**config.mk**
```make
export PLATFORM = sky130hd
export DESIGN_NAME = spm_seq_program
export DESIGN_NICKNAME = d
export VERILOG_FILES = /design/src/pkg/spm_pkg.sv /design/src/rtl/spm_pin_sync.sv /design/src/rtl/spm_seq_program.sv
export SDC_FILE = /design/constraint.sdc
export NUM_CORES = 1
export LEC_CHECK = 0
export BUFFER_PORTS_ARGS = -buffer_cell sky130_fd_sc_hd__buf_2
export CELL_PAD_IN_SITES_DETAIL_PLACEMENT = 2
export CELL_PAD_IN_SITES_GLOBAL_PLACEMENT = 2
export CORE_MARGIN = 4
export CORE_UTILIZATION = 38
export CTS_BUF_LIST = sky130_fd_sc_hd__clkbuf_4
export DETAILED_ROUTE_END_ITERATION = 7
export GPL_ROUTABILITY_DRIVEN = 0
export MAX_ROUTING_LAYER = met4
export PLACE_DENSITY_LB_ADDON = 0.15
export SETUP_SLACK_MARGIN = 0.3
export SYNTH_ARGS = -nofsm -noshare
export SYNTH_HDL_FRONTEND = slang
export SYNTH_SLANG_ARGS = --single-unit
```
**constraint.sdc**
```tcl
create_clock -name clock_i -period 4 [get_ports clock_i]
set_clock_uncertainty 0.05 [all_clocks]
set_input_delay 0.4 -clock clock_i [delete_from_list [all_inputs] [get_ports clock_i]]
set_output_delay 0.4 -clock clock_i [all_outputs]
set_load 0.1 [all_outputs]
```
**src/pkg/spm_pkg.sv**
```systemverilog
// spm_pkg: constants, opcodes and carriers for the sequential byte program logic
package spm_pkg;

	localparam int CLK_PERIOD_NS        = 10;
	localparam int BYTE_PROGRAM_TIME_NS = 10000;
	localparam int BYTE_PROGRAM_CYCLES  =
		(BYTE_PROGRAM_TIME_NS + CLK_PERIOD_NS - 1) / CLK_PERIOD_NS;
	localparam int TIMER_W              = 16;

	localparam logic [23:0] ARRAY_LAST_ADDR = 24'h03FFFF;
	localparam logic [23:0] ADDR_STEP       = 24'h000001;
	localparam logic [2:0]  BIT_LAST        = 3'h7;
	localparam logic [2:0]  BIT_STEP        = 3'h1;
	localparam logic [1:0]  ADDR_BYTE_LAST  = 2'h2;
	localparam logic [1:0]  IDX_STEP        = 2'h1;
	localparam logic [1:0]  IDX_DEV         = 2'h1;
	localparam logic [1:0]  IDX_MFG         = 2'h0;
	localparam logic [15:0] TIMER_LAST      = 16'h0001;
	localparam logic [15:0] TIMER_STEP      = 16'h0001;

	// status register one layout
	localparam int SR1_BUSY_BIT = 0;
	localparam int SR1_WEL_BIT  = 1;

	// identification bytes, values arbitrary
	localparam logic [7:0] MFG_ID_DEFAULT = 8'h5A;
	localparam logic [7:0] DEV_ID_DEFAULT = 8'hC3;

	localparam logic [7:0] OP_SEQ_A     = 8'hAD;
	localparam logic [7:0] OP_SEQ_B     = 8'hAF;
	localparam logic [7:0] OP_WREN      = 8'h06;
	localparam logic [7:0] OP_WRDI      = 8'h04;
	localparam logic [7:0] OP_RDSR1     = 8'h05;
	localparam logic [7:0] OP_RDSR2     = 8'h35;
	localparam logic [7:0] OP_RDSR3     = 8'h15;
	localparam logic [7:0] OP_RDSR_IND  = 8'h65;
	localparam logic [7:0] OP_ID_JEDEC  = 8'h9F;
	localparam logic [7:0] OP_ID_MFG    = 8'h90;
	localparam logic [7:0] OP_ID_QUAD   = 8'h94;
	localparam logic [7:0] OP_TERMINATE = 8'hF0;
	localparam logic [7:0] OP_RESET_EN  = 8'h66;
	localparam logic [7:0] OP_RESET     = 8'h99;

	typedef struct packed {
		logic cs_n;
		logic sck;
		logic si;
	} spm_pins_t;

	localparam spm_pins_t PINS_IDLE = '{cs_n: 1'b1, sck: 1'b0, si: 1'b0};

	typedef struct packed {
		logic [23:0] addr;
		logic [7:0]  data;
	} spm_prog_t;

	typedef enum {PH_OPCODE, PH_ADDR, PH_DATA, PH_READ, PH_DROP} spm_phase_t;

endpackage : spm_pkg

```
**src/rtl/spm_pin_sync.sv**
```systemverilog
// spm_pin_sync: two-stage pin synchroniser with edge detection
`timescale 1ns/1ns
`default_nettype none
module spm_pin_sync (
	// clock and reset
	input  wire logic               clock_i,
	input  wire logic               reset_i,
	// raw pins
	input  wire spm_pkg::spm_pins_t pins_i,
	// synchronised pins and edges
	output spm_pkg::spm_pins_t      pins_o,
	output logic                    sck_rise_o,
	output logic                    sck_fall_o,
	output logic                    cs_assert_o,
	output logic                    cs_release_o
);
	import spm_pkg::*;

	spm_pins_t meta;
	spm_pins_t sync;
	spm_pins_t prev;

	always_ff @(posedge clock_i) begin
		if (reset_i) begin
			meta <= PINS_IDLE;
			sync <= PINS_IDLE;
			prev <= PINS_IDLE;
		end else begin
			meta <= pins_i;
			sync <= meta;
			prev <= sync;
		end
	end

	assign pins_o       = sync;
	assign sck_rise_o   = sync.sck && !prev.sck;
	assign sck_fall_o   = !sync.sck && prev.sck;
	assign cs_assert_o  = !sync.cs_n && prev.cs_n;
	assign cs_release_o = sync.cs_n && !prev.cs_n;

endmodule : spm_pin_sync
`default_nettype wire

```
**src/rtl/spm_seq_program.sv**
```systemverilog
// spm_seq_program: serial command handler for sequential byte program mode
`timescale 1ns/1ns
`default_nettype none
module spm_seq_program #(
	parameter int unsigned PROG_CYCLES = spm_pkg::BYTE_PROGRAM_CYCLES,
	parameter logic [7:0]  MFG_ID      = spm_pkg::MFG_ID_DEFAULT,
	parameter logic [7:0]  DEV_ID      = spm_pkg::DEV_ID_DEFAULT,
	parameter logic [23:0] ADDR_LAST   = spm_pkg::ARRAY_LAST_ADDR
) (
	// clock and reset
	input  wire logic               clock_i,
	input  wire logic               reset_i,
	// serial pins
	input  wire spm_pkg::spm_pins_t pins_i,
	output logic                    so_o,
	output logic                    so_oe_o,
	// array program request
	output spm_pkg::spm_prog_t      prog_o,
	output logic                    prog_valid_o,
	// status
	output logic                    write_enable_latch_o,
	output logic                    busy_flag_o,
	output logic                    seq_program_active_flag_o,
	output logic                    cmd_reject_o
);
	import spm_pkg::*;

	spm_pins_t   pins;
	logic        sck_rise;
	logic        sck_fall;
	logic        cs_assert;
	logic        cs_release;
	spm_phase_t  phase;
	logic [2:0]  bit_cnt;
	logic [7:0]  shift_in;
	logic [7:0]  next_byte;
	logic [7:0]  opcode;
	logic [7:0]  data_byte;
	logic [7:0]  reply;
	logic [7:0]  status_reg_one;
	logic [23:0] addr_in;
	logic [23:0] addr_cnt;
	logic [23:0] prog_target;
	logic [1:0]  addr_bytes;
	logic [1:0]  id_idx;
	logic [15:0] timer;
	logic        byte_done;
	logic        data_seen;
	logic        cmd_ok;
	logic        op_allowed;
	logic        reset_armed;
	logic        last_pending;
	logic        frame_whole;
	logic        prog_go;
	logic        seq_abort;
	logic        prog_kill;
	logic        prog_done;
	logic        prog_finish;
	logic        next_wel;
	logic        next_mode;
	logic        next_armed;

	spm_pin_sync u_sync (
		.clock_i      (clock_i),
		.reset_i      (reset_i),
		.pins_i       (pins_i),
		.pins_o       (pins),
		.sck_rise_o   (sck_rise),
		.sck_fall_o   (sck_fall),
		.cs_assert_o  (cs_assert),
		.cs_release_o (cs_release)
	);

	function automatic logic is_seq(input logic [7:0] op);
		return (op == OP_SEQ_A) || (op == OP_SEQ_B);
	endfunction : is_seq

	function automatic logic is_status_read(input logic [7:0] op);
		return (op == OP_RDSR1) || (op == OP_RDSR2) || (op == OP_RDSR3) ||
			(op == OP_RDSR_IND);
	endfunction : is_status_read

	function automatic logic is_id_read(input logic [7:0] op);
		return (op == OP_ID_JEDEC) || (op == OP_ID_MFG) || (op == OP_ID_QUAD);
	endfunction : is_id_read

	function automatic logic is_reset_cmd(input logic [7:0] op);
		return (op == OP_TERMINATE) || (op == OP_RESET_EN) || (op == OP_RESET);
	endfunction : is_reset_cmd

	// which opcodes this block takes; everything else is refused in mode
	function automatic logic cmd_allowed(
		input logic [7:0] op,
		input logic       busy,
		input logic       mode,
		input logic       write_enable_latch
	);
		if (busy)
			return is_status_read(op) || is_reset_cmd(op);
		if (is_seq(op))
			return mode || write_enable_latch;
		return is_status_read(op) || is_id_read(op) || is_reset_cmd(op) ||
			(op == OP_WREN) || (op == OP_WRDI);
	endfunction : cmd_allowed

	function automatic spm_phase_t phase_for(input logic [7:0] op, input logic mode);
		if (is_seq(op))
			return mode ? PH_DATA : PH_ADDR;
		if (is_status_read(op) || is_id_read(op))
			return PH_READ;
		return PH_DROP;
	endfunction : phase_for

	function automatic logic [7:0] reply_for(
		input logic [7:0] op,
		input logic [1:0] idx,
		input logic [7:0] sr1
	);
		if ((op == OP_RDSR1) || (op == OP_RDSR_IND))
			return sr1;
		if (is_id_read(op) && (idx == IDX_MFG))
			return MFG_ID;
		if (is_id_read(op) && (idx == IDX_DEV))
			return DEV_ID;
		return 8'h00;
	endfunction : reply_for

	assign byte_done  = sck_rise && !pins.cs_n && (bit_cnt == BIT_LAST);
	assign next_byte  = {shift_in[6:0], pins.si};
	assign op_allowed = cmd_allowed(next_byte, busy_flag_o, seq_program_active_flag_o,
		write_enable_latch_o);

	always_comb begin
		status_reg_one               = 8'h00;
		status_reg_one[SR1_BUSY_BIT] = busy_flag_o;
		status_reg_one[SR1_WEL_BIT]  = write_enable_latch_o;
	end

	// serial shifter and bit counter
	always_ff @(posedge clock_i) begin
		if (reset_i) begin
			shift_in <= 8'h00;
			bit_cnt  <= 3'h0;
		end else if (cs_assert) begin
			bit_cnt <= 3'h0;
		end else if (sck_rise && !pins.cs_n) begin
			shift_in <= next_byte;
			bit_cnt  <= bit_cnt + BIT_STEP;
		end
	end

	// command phase tracking
	always_ff @(posedge clock_i) begin
		if (reset_i) begin
			phase        <= PH_OPCODE;
			opcode       <= 8'h00;
			cmd_ok       <= 1'b0;
			cmd_reject_o <= 1'b0;
		end else begin
			cmd_reject_o <= 1'b0;
			if (cs_assert) begin
				phase  <= PH_OPCODE;
				cmd_ok <= 1'b0;
			end else if (byte_done) begin
				unique case (phase)
					PH_OPCODE: begin
						opcode <= next_byte;
						cmd_ok <= op_allowed;
						cmd_reject_o <= !op_allowed &&
							(busy_flag_o || seq_program_active_flag_o);
						phase <= op_allowed ?
							phase_for(next_byte, seq_program_active_flag_o) : PH_DROP;
					end
					PH_ADDR: begin
						if (addr_bytes == ADDR_BYTE_LAST)
							phase <= PH_DATA;
					end
					PH_DATA, PH_READ, PH_DROP: begin
					end
				endcase
			end
		end
	end

	// address and data capture
	always_ff @(posedge clock_i) begin
		if (reset_i) begin
			addr_in    <= 24'h000000;
			addr_bytes <= 2'h0;
			data_byte  <= 8'h00;
			data_seen  <= 1'b0;
		end else if (cs_assert) begin
			addr_bytes <= 2'h0;
			data_seen  <= 1'b0;
		end else if (byte_done && (phase == PH_ADDR)) begin
			addr_in    <= {addr_in[15:0], next_byte};
			addr_bytes <= addr_bytes + IDX_STEP;
		end else if (byte_done && (phase == PH_DATA)) begin
			data_byte <= next_byte;
			data_seen <= 1'b1;
		end
	end

	// frame end decisions
	assign frame_whole = cs_release && cmd_ok && (bit_cnt == 3'h0);
	assign prog_go     = frame_whole && is_seq(opcode) && (phase == PH_DATA) && data_seen;
	assign seq_abort   = cs_release && cmd_ok && is_seq(opcode) && !prog_go;
	assign prog_kill   = frame_whole &&
		((opcode == OP_TERMINATE) || ((opcode == OP_RESET) && reset_armed));
	assign prog_target = seq_program_active_flag_o ? addr_cnt : addr_in;
	// last busy cycle, so after the last array byte busy and latch fall together
	assign prog_finish = busy_flag_o && (timer == TIMER_LAST) && !prog_kill && !prog_go;

	always_comb begin
		next_wel   = write_enable_latch_o;
		next_mode  = seq_program_active_flag_o;
		next_armed = reset_armed;
		if (prog_finish && last_pending) begin
			next_wel  = 1'b0;
			next_mode = 1'b0;
		end
		if (cs_release)
			next_armed = frame_whole && (opcode == OP_RESET_EN);
		if (frame_whole && (opcode == OP_WREN))
			next_wel = 1'b1;
		if (frame_whole && (opcode == OP_WRDI))
			next_wel = 1'b0;
		if (prog_kill) begin
			next_wel  = 1'b0;
			next_mode = 1'b0;
		end
		if (prog_go)
			next_mode = 1'b1;
		if (seq_abort)
			next_wel = 1'b0;
		next_mode = next_mode && next_wel;
	end

	always_ff @(posedge clock_i) begin
		if (reset_i) begin
			write_enable_latch_o      <= 1'b0;
			seq_program_active_flag_o <= 1'b0;
			reset_armed               <= 1'b0;
		end else begin
			write_enable_latch_o      <= next_wel;
			seq_program_active_flag_o <= next_mode;
			reset_armed               <= next_armed;
		end
	end

	// address counter and request
	always_ff @(posedge clock_i) begin
		if (reset_i) begin
			addr_cnt     <= 24'h000000;
			last_pending <= 1'b0;
			prog_o       <= '0;
			prog_valid_o <= 1'b0;
		end else begin
			prog_valid_o <= prog_go;
			if (prog_go) begin
				prog_o <= '{addr: prog_target, data: data_byte};
				addr_cnt     <= prog_target + ADDR_STEP;
				last_pending <= (prog_target == ADDR_LAST);
			end else if (prog_kill) begin
				last_pending <= 1'b0;
			end
		end
	end

	// self-timed program
	always_ff @(posedge clock_i) begin
		if (reset_i) begin
			timer       <= 16'h0000;
			busy_flag_o <= 1'b0;
			prog_done   <= 1'b0;
		end else begin
			prog_done <= 1'b0;
			if (prog_kill) begin
				timer       <= 16'h0000;
				busy_flag_o <= 1'b0;
			end else if (prog_go) begin
				timer       <= TIMER_W'(PROG_CYCLES);
				busy_flag_o <= 1'b1;
			end else if (busy_flag_o) begin
				timer <= timer - TIMER_STEP;
				if (prog_finish) begin
					busy_flag_o <= 1'b0;
					prog_done   <= 1'b1;
				end
			end
		end
	end

	// read reply bytes
	always_ff @(posedge clock_i) begin
		if (reset_i) begin
			reply  <= 8'h00;
			id_idx <= 2'h0;
		end else if (byte_done && (phase == PH_OPCODE)) begin
			reply  <= reply_for(next_byte, IDX_MFG, status_reg_one);
			id_idx <= IDX_DEV;
		end else if (byte_done && (phase == PH_READ)) begin
			reply  <= reply_for(opcode, id_idx, status_reg_one);
			id_idx <= id_idx + IDX_STEP;
		end
	end

	// serial output on falling clock
	always_ff @(posedge clock_i) begin
		if (reset_i) begin
			so_o <= 1'b0;
		end else if (cs_release || cs_assert) begin
			so_o <= 1'b0;
		end else if (sck_fall && !pins.cs_n && (phase == PH_READ)) begin
			so_o <= reply[BIT_LAST - bit_cnt];
		end
	end

	assign so_oe_o = (phase == PH_READ) && !pins.cs_n;

	// helper for busy length check
	logic [31:0] busy_run;
	always_ff @(posedge clock_i) begin
		if (reset_i)
			busy_run <= 32'h0000_0000;
		else if (busy_flag_o)
			busy_run <= busy_run + 32'h0000_0001;
		else
			busy_run <= 32'h0000_0000;
	end

	property p_prog_busy;
		@(posedge clock_i) disable iff (reset_i)
		prog_valid_o |-> busy_flag_o && write_enable_latch_o;
	endproperty
	a_prog_busy: assert property (p_prog_busy)
		else $error("program request without busy");

	property p_busy_len;
		@(posedge clock_i) disable iff (reset_i)
		$fell(busy_flag_o) && prog_done |-> busy_run == PROG_CYCLES;
	endproperty
	a_busy_len: assert property (p_busy_len)
		else $error("busy time differs from program time");

	property p_mode_wel;
		@(posedge clock_i) disable iff (reset_i)
		seq_program_active_flag_o |-> write_enable_latch_o;
	endproperty
	a_mode_wel: assert property (p_mode_wel)
		else $error("mode active without write enable latch");

	property p_addr_step;
		@(posedge clock_i) disable iff (reset_i)
		prog_valid_o |-> addr_cnt == prog_o.addr + ADDR_STEP;
	endproperty
	a_addr_step: assert property (p_addr_step)
		else $error("address counter did not step");

	property p_wrdi;
		@(posedge clock_i) disable iff (reset_i)
		frame_whole && (opcode == OP_WRDI) |=> !write_enable_latch_o
			&& !seq_program_active_flag_o;
	endproperty
	a_wrdi: assert property (p_wrdi)
		else $error("write disable did not end mode");

	property p_abort;
		@(posedge clock_i) disable iff (reset_i)
		cs_release && cmd_ok && is_seq(opcode) && (bit_cnt != 3'h0)
			|=> !write_enable_latch_o && !prog_valid_o;
	endproperty
	a_abort: assert property (p_abort)
		else $error("broken frame not aborted");

	property p_reject_keeps;
		@(posedge clock_i) disable iff (reset_i)
		cmd_reject_o && !prog_done |-> addr_cnt == $past(addr_cnt)
			&& seq_program_active_flag_o == $past(seq_program_active_flag_o);
	endproperty
	a_reject_keeps: assert property (p_reject_keeps)
		else $error("rejected command changed mode state");

	property p_last;
		@(posedge clock_i) disable iff (reset_i)
		prog_done && last_pending |=> !seq_program_active_flag_o && !write_enable_latch_o;
	endproperty
	a_last: assert property (p_last)
		else $error("mode kept after last array byte");

	property p_refuse;
		@(posedge clock_i) disable iff (reset_i)
		byte_done && (phase == PH_OPCODE) && !op_allowed && seq_program_active_flag_o
			|=> cmd_reject_o && !cmd_ok ##1 !cmd_reject_o;
	endproperty
	a_refuse: assert property (p_refuse)
		else $error("refused command not flagged");

endmodule : spm_seq_program
`default_nettype wire

```
### Word-level counts from Yosys, hierarchy flattened

Cells that the tools add are included.

* bitwise gates (word level): 4
* eq/ne operators: 36
* div/mod/pow operators: 0
* shifts and indexed selects: 0
* mux-type cells: 79
* reduce and logical (&&, ||, !) cells: 83
* magnitude comparators: 1
* add/sub/neg operators: 6
* multipliers: 0

Operators by type and width (count)
* $mux 32: 5
* $eq 8x8->1 const B: 14
* $mux 8: 12
* $eq 32x3->1 const B: 2
* $logic_not 32->1: 2
* $pmux 32 s2: 1
* $mux 1: 55
* $eq 8x3->1 const B: 6
* $logic_and 1x1->1: 33
* $eq 32x1->1 const B: 1
* $eq 32x2->1 const B: 1
* $eq 8x7->1 const B: 4
* $add 24x1->24 const B: 1
* $eq 24x18->1 const B: 1
* $mux 24: 1
* $logic_or 1x1->1: 22
* $mux 10: 2
* $eq 16x1->1 const B: 1
* $sub 16x1->16 const B: 1
* $reduce_and 3->1: 3
* $eq 8x5->1 const B: 1
* $eq 8x6->1 const B: 1
* $reduce_and 2->1: 4
* $reduce_bool 2->1: 4
* other kinds (17): 31

* output and inout port bits: 39
* input bits: 5
* memories: 0
* bits in read-only memories: 0
* register bits: 184
* latch bits: 0
* memory bits (writable): 0

### Depth between registers and ports, before layout

Gate-level depths: netlist of the first run.

* depth after elaboration: 22
* gate-level depth with buffers: 11
* depth with buffers taken out: 7

### Hierarchy

A second synthesis of the first run with hierarchy kept.

* cells, all modules: 877
* area, all modules: 7273.2 um^2

Modules (own cells, without submodules)
* spm_seq_program: area each 7038.0 um^2, cells an instance 857, times used 1
* spm_pin_sync: area each 235.2 um^2, cells an instance 20, times used 1

### Worst setup path before layout of the first run

OpenSTA, ideal clock, no wires.

* path type: reg2reg
* from: register seq_program_active_flag_o
* to: register addr_cnt[12]
* path slack: 0.397 ns
* stages on the path, launching flop included: 12
* clock period less this slack: 3.603 ns
* arrival time: 3.472 ns
* path buffers: 4
* library setup time: 0.081 ns
* data required time: 3.869 ns
* cells stage by stage: dfxtp_1 buf_2 buf_2 buf_1 mux2_2 ha_1 nand4b_1 a21oi_1 clkbuf_1 nand3_1 or2_2 a41oi_1

* word-level cells in the longest chain between the ends: 2

RTL lines
* start: declaration: line spm_seq_program.sv:23 `output logic seq_program_active_flag_o,`
* start signal: assignment: line spm_seq_program.sv:246 `seq_program_active_flag_o <= next_mode;`
* $mux 24: line spm_seq_program.sv:210 `assign prog_target = seq_program_active_flag_o ? addr_cnt : addr_in;`
* named net prog_target[0]: line spm_seq_program.sv:43 `logic [23:0] prog_target;`
* $add 24x1->24: line spm_seq_program.sv:262 `addr_cnt <= prog_target + ADDR_STEP;`
* end signal: assignment: line spm_seq_program.sv:262
* end: declaration: line spm_seq_program.sv:42 `logic [23:0] addr_cnt;`

The timed path passes the listed nets, and every way through them passes these cells.
A chain may end at the register's enable or synchronous reset.

### Worst setup path in the final report of the first run

* from: register seq_program_active_flag_o
* to: register addr_cnt[23]

* word-level cells in the longest chain between the ends: 2

RTL lines (line)
* $mux 24: spm_seq_program.sv:210
* $add 24x1->24: spm_seq_program.sv:262

Every way passes these cells.

==> results by group, run 1 <==
CTS
  – Clock Latency Late Sink: 0.59 ns
  – Post_cts resized: 0
  – CTS Buf Count: 17
  – Clock transition at path regs: 0.15 ns
  – Clock Tree Buf Depth: 2
  – H-tree levels: 4
  – CTS tree: built
  – Post-CTS Setup Inserts: 0
  – CTS Sinks: 152
  – Root Buffer: clkbuf_4
  – Hold buffers post-CTS: 3

Placement
  – Hpwl dp: 15,230 microns
  – Port Buf Inserts: 43

Status
  – Status: completed

Floorplanning
  – # rows: 50
  – Core region area: 0.01883 sq mm
  – Die Width: 146.8 microns
  – Ports: 44
  – Starting Density: 0.3887
  – Die Ht: 146.8 microns
  – Die footprint: 0.02155 sq mm

STA
  – Worst Tran Pin Value: 1.085 ns
  – Rel. slew slack: 0.2745
  – Final Max Slew Viols: 0
  – Final setup vio count: 0
  – Fmax: 354.3 MHz
  – Fin. Hold Viols: 0
  – Crit share post-route: 0.7056
  – Fin crit period: 2.823 ns
  – Hold_ws: 0.3506 ns
  – Final setup TNS: 0 ns
  – Unrepaired setup endpoints after global routing: false

Synthesis
  – Top post-synthesis cells by area: dfxtp_1, nand2_1, a21oi_1
  – Mapped cell area: 0.007320 sq mm
  – Register area share after synthesis: 0.4157
  – Syn Area/Cell: 8.318 sq um
  – Syn_nets: 896
  – Post-synth top area cell: dfxtp_1
  – Cells after Synth: 880
  – #FFs+latches synth: 152
  – Post-synth ARST share: 0
  – Yosys warnings: 0
  – Synth cell types: 66
  – Yosys top cell area share: 0.4157
  – Post-synth EDFFs: 0
  – Synth Flop Type: dfxtp_1

Setup path
  – Worst Path Buf+Inv: 1
  – Most frequent CP cell: nand3_1
  – Top delay family on crit path: simple AND/OR/NAND/NOR gates
  – Worst Path Max Fanout: 32
  – Crit-path slowest cell: dfxtp_2
  – Crit path kind: flop to flop
  – CP startpoint kind: flop
  – CP Cell Sequence: buf_4 > nand3_1 > a22oi_1 > nand4_1 > or4_1 > nand3_1
  – WP data arrival: 3.28 ns
  – CP required: 4.46 ns
  – CP peak stage delay: 0.77 ns
  – CP Capture Type: flop

Finish
  – Commonest non-fill, non-tap cell in the layout: dfxtp_1
  – Share of post-route cells with drive strength above 1: 0.1229
  – Area delta synth->final: 9.197%
  – Fin nets: 914
  – Most frequent cells in the layout: dfxtp_1, nand2_1, nor2_1

Drt
  – TritonRoute pass-1 iters: 4
  – Final ANT Viol Nets: 0
  – Wl on met1: 10,040 microns
  – Iter 0 DRT Violations: 301
  – Avg WL per Cell: 18.65 microns
  – Met2 routed wirelength: 10,910 microns
  – Routed wl met3: 618 microns
  – # DRC: 0
  – Detail-routed via count per cell: 5.636
  – Final wirelength: 21,860 microns
  – Via count: 6,605
  – Highest metal used: met4

Run
  – Max-Cap Viols: 0

Pwr
  – Maximum VDD drop: 0.1481 mV
  – Lkg Pwr: 2.622 nW
  – Total power: 2.489 mW
  – Pwr dens: 311.5 mW/mm^2

GRT
  – Largest net degree at the start of global routing: 83
  – Antenna violations before repair: 1
  – Grt total ovfl: 0
  – First-pass GRT wire length: 36,820 microns
  – Vias in the first global route: 7,065
  – Total track usage: 0.2111

Hold path
  – Worst Hold Class: primary input to flop
-- per-layer routing --
metal  up-vias  GRT usage
met2        90     0.3563
met3        21    0.04010
met5         -          -
met1      3298     0.2608
li1       3196          -
met4         0    0.05362
-- state kept, by name, indices dropped and copies added (netlist names), 3 cells and up --
| signal | count |
|---|---|
| addr_cnt | 24 |
| addr_in | 24 |
| bit_cnt | 3 |
| data_byte | 8 |
| opcode | 8 |
| phase | 3 |
| prog_o | 32 |
| reply | 5 |
| shift_in | 7 |
| timer | 16 |
| u_sync.meta | 3 |
| u_sync.pins_o | 3 |
-- path summary, 6_finish.rpt --
path	cells past startpoint	slack [ns]	start	to
worst max-delay path	6	1.18	seq_program_active_flag_o	addr_cnt[23]
worst max register to register	6	1.18	seq_program_active_flag_o	addr_cnt[23]
worst min register to register	1	0.39	u_sync.meta[2]	u_sync.pins_o[2]
worst min-delay path	2	0.35	reset_i	u_sync.pins_o[0]
-- final cells by class --
| class | count | area, sq um |
|---|---|---|
| Clock inverter | 14 | 128.9 |
| Timing Repair Buffer | 60 | 352.8 |
| Clock buffer | 18 | 135.1 |
| Fill cell | 2157 | 10840 |
| Inverter | 17 | 63.81 |
| Tap cell | 260 | 325.3 |
| Multi-Input combinational cell | 650 | 3940 |
| Antenna cell | 1 | 2.502 |
| Sequential cell | 152 | 3044 |
-- cells in the mapped netlist, types with 5 or more instances --
library cell,n
inv_1,17
and3_1,5
o21ai_0,23
nand4_1,20
xnor2_1,12
and4_1,5
nand3_1,41
xor2_1,10
or2_2,6
a31oi_1,15
a211oi_1,30
ha_1,11
nor4_1,8
clkbuf_1,41
nand4b_1,5
nor3_1,19
nor2b_1,11
o211ai_1,7
nand3b_1,16
nor3b_1,5
or4_1,5
dfxtp_1,152
nor2_1,83
nand2b_1,6
nor4b_1,5
buf_2,12
a21oi_1,73
nand2_1,121
mux2i_1,36
mux2_2,6
-- cells by family after synthesis --
kind of cell,Yosys count,synth area share
fa+ha+maj,11,0.01880
mux,42,0.05846
flops,152,0.4157
simple gates,389,0.2744
compound gates,186,0.1602
xor+xnor,22,0.02632
buf+inv,78,0.04615
-- report_power, final --
group	switching, mW	internal, mW	total (mW)
registers	0.00308	1.52	1.52
logic	0.0322	0.0114	0.0436
clock network	0.609	0.316	0.925
-- stage by stage --
step	instance area, sq um	cells	setup slack [ns]	utilization
after global placement	7696	1136	1.333	0.4087
after floorplan	7320	880	0.3972	-
after CTS	7990	1171	1.161	0.4243
after detailed placement	7696	1136	1.226	0.4087
after global routing	7993	1172	0.9403	0.4245
final	7993	1172	1.177	0.4245
(Power assumes the default switching activity.)
==> inputs of run 2 (changes only) <==
==> constraint.sdc (replaced) <==
create_clock -name clock_i -period 2.7 [get_ports clock_i]
set_clock_uncertainty 0.05 [all_clocks]
set_input_delay 0.27 -clock clock_i [delete_from_list [all_inputs] [get_ports clock_i]]
set_output_delay 0.27 -clock clock_i [all_outputs]
set_load 0.1 [all_outputs]
==> results by group, run 2 (synthesis results as in run 1) <==
GRT
  – Vias in the first global route: 7,335 (+3.8%)
  – First-pass GRT wire length: 38,350 microns (+4.2%)
  – Total track usage: 0.2224 (+0.01125)
  – Antenna violations before repair: 1 (unchanged)
  – Largest net degree at the start of global routing: 73 (-12%)
  – Grt total ovfl: 0 (unchanged)

Setup path
  – Worst Path Buf+Inv: 1 (unchanged)
  – Top delay family on crit path: simple AND/OR/NAND/NOR gates
  – Reg-to-reg setup timing slack: 0.36 ns (-0.82 ns)
  – R2r worst-path depth: 6 (unchanged)
  – WP data arrival: 2.84 ns (-0.44 ns)
  – CP Capture Type: flop
  – CP Cell Sequence: clkbuf_4 > nand4b_1 > a22oi_2 > nand4_1 > or4_1 > nand3_1
  – CP required: 3.20 ns (-1.26 ns)
  – Worst reg2reg endpoint: addr_cnt[21]
  – CP peak stage delay: 0.61 ns (-0.16 ns)
  – CP startpoint kind: flop
  – Crit-path slowest cell: or4_1
  – Crit path kind: flop to flop
  – Worst Path Max Fanout: 8 (-75%)
  – Reg2reg start: seq_program_active_flag_o

CTS
  – Root Buffer: clkbuf_4
  – CTS Buf Count: 17 (unchanged)
  – Clock Tree Buf Depth: 2 (unchanged)
  – Clock transition at path regs: 0.16 ns (about the same)
  – CTS tree: built
  – Clock Latency Late Sink: 0.60 ns (about the same)
  – CTS Sinks: 152 (unchanged)
  – H-tree levels: 4 (unchanged)

Floorplanning
  – Die Width: 146.8 microns (unchanged)
  – Die footprint: 0.02155 sq mm (unchanged)
  – Ports: 44 (unchanged)
  – # rows: 50 (unchanged)
  – Core region area: 0.01883 sq mm (unchanged)
  – Die Ht: 146.8 microns (unchanged)
  – Starting Density: 0.3887 (unchanged)

Run
  – Max-Cap Viols: 0 (unchanged)

STA
  – Final Max Slew Viols: 0 (unchanged)
  – Crit share post-route: 0.8663 (+0.1607)
  – Final setup TNS: 0 ns (unchanged)
  – Rel. slew slack: 0.5067 (+0.2322)
  – Fin crit period: 2.339 ns (-0.4836 ns)
  – Fmax: 427.5 MHz (+21%)
  – Final setup vio count: 0 (unchanged)
  – Unrepaired setup endpoints after global routing: false
  – Worst Tran Pin Value: 0.7400 ns (-0.3455 ns)
  – Fin. Hold Viols: 0 (unchanged)

Finish
  – Fin nets: 946 (+3.5%)
  – Area delta synth->final: 15.30%
  – Share of post-route cells with drive strength above 1: 0.1729 (+0.04991)
  – Fill cell count: 2,117 (-1.9%)
  – Max FFs per register: 32 (unchanged)
  – Commonest non-fill, non-tap cell in the layout: dfxtp_1
  – Area of the multi-input gates: 0.004023 sq mm (+2.1%)
  – Largest Register: prog_o
  – Flip-flop and latch area: 0.003053 sq mm (+0.29%)
  – Post-route cell area: 0.008439 sq mm (+5.6%)
  – Top flop regs: prog_o x32, addr_cnt x24, addr_in x24
  – Most frequent cells in the layout: dfxtp_1, nand2_1, nor2_1

Pwr
  – NetSw: 1.029 mW (+60%)
  – Maximum VDD drop: 0.2608 mV (+76%)
  – Pwr dens: 449.6 mW/mm^2 (+44%)
  – Switching part of the total power: 0.2713 (+0.01242)
  – Lkg Pwr: 2.850 nW (+8.7%)
  – Sequential Power Share: 0.593 (-0.018)
  – Clock share of power: 0.388 (+0.016)
  – Comb pwr share: 0.019 (about the same)
  – Internal power: 2.765 mW (+50%)

Drt
  – Avg WL per Cell: 19.87 microns (+6.5%)
  – Detail-routed via count per cell: 5.679 (+0.78%)
  – # DRC: 0 (unchanged)
  – Iter 0 DRT Violations: 363 (+21%)
  – Final wirelength: 23,930 microns (+9.5%)
  – Final ANT Viol Nets: 0 (unchanged)
  – TritonRoute pass-1 iters: 4 (unchanged)
  – Via count: 6,838 (+3.5%)

Hold path
  – Worst Hold Class: primary input to flop
  – Hold path start: reset_i
  – Hold depth: 2 (unchanged)
  – Worst Hold Endpoint: u_sync.meta[1]

Status
  – Status: completed

Placement
  – Port Buf Inserts: 43 (unchanged)
  – Post-DP Area: 0.007905 sq mm (+2.7%)
  – Hpwl dp: 15,870 microns (+4.2%)
-- run 2: changes by cell type in the layout (fill, tap and decap cells not counted), sizes merged --
cell | before | now
buf | 57 | 86
bufbuf | 0 | 1
clkbuf | 18 | 19
clkinv | 7 | 2
clkinvlp | 5 | 1
inv | 18 | 28
-- run 2: worst max path at each step --
stage	depth (start not counted)	endpoint	from
after floorplan	11	addr_cnt[12]	seq_program_active_flag_o
after detailed placement	6	seq_program_active_flag_o	u_sync.pins_o[2]
final	6	addr_cnt[21]	seq_program_active_flag_o
after global routing	7	addr_cnt[23]	seq_program_active_flag_o
after CTS	6	seq_program_active_flag_o	u_sync.pins_o[2]
after global placement	6	seq_program_active_flag_o	u_sync.pins_o[2]
-- run 2: through the flow --
stage	hold WS (ns)	power [mW]	setup WS, ns	util	cells
floorplan	0.3238	2.345	0.2409	-	880
global placement	0.3530	2.365	0.2632	0.4198	1156
detailed placement	0.3540	2.368	0.2047	0.4198	1156
global route	0.1647	3.979	0.2378	0.4482	1204
finish	0.1533	3.794	0.3610	0.4482	1204
CTS	0.1526	3.835	0.2939	0.4400	1194
-- run 2: layer usage --
layer,global-route usage,part of all wire
met1,0.2685,0.45
met2,0.3876,0.51
met3,0.03547,0.021
met4,0.05691,0.017
met5,-,0
-- run 2: cell type report --
cell class / count / area share
antenna: 1 / 0.0002965
multi-input combinational: 650 / 0.4766
timing repair buffer: 92 / 0.08184
sequential: 152 / 0.3617
clock inverter: 15 / 0.01824
inverter: 17 / 0.007561
tap: 260 / 0.03855
clock buffer: 17 / 0.01512
-- run 2: worst reg2reg max path: cells and delay by family (launching register included) --
kind / cells / cell delay, ns
and+or+nand+nor: 4 / 1.31
DFF: 1 / 0.40
AOI/OAI and AO/OA: 1 / 0.34
buffers and inverters: 1 / 0.18
-- run 2: power groups by stage --
stage	Clock, mW	Combinational, mW	Sequential [mW]
after floorplan	0	0.0472	2.30
after global placement	0	0.0653	2.30
after detailed placement	0	0.0678	2.30
after CTS	1.51	0.0714	2.25
after global routing	1.64	0.0809	2.25
final	1.47	0.0722	2.25
-- run 2: what timing repair did --
item	4_1_cts	5_1_grt
pin swaps	2	6
setup endpoints to repair	8	52
setup buffers	2	8
resized for setup	2	18
cloned	1	1
endpoints found under the hold margin	3	0
hold buffers	3	0
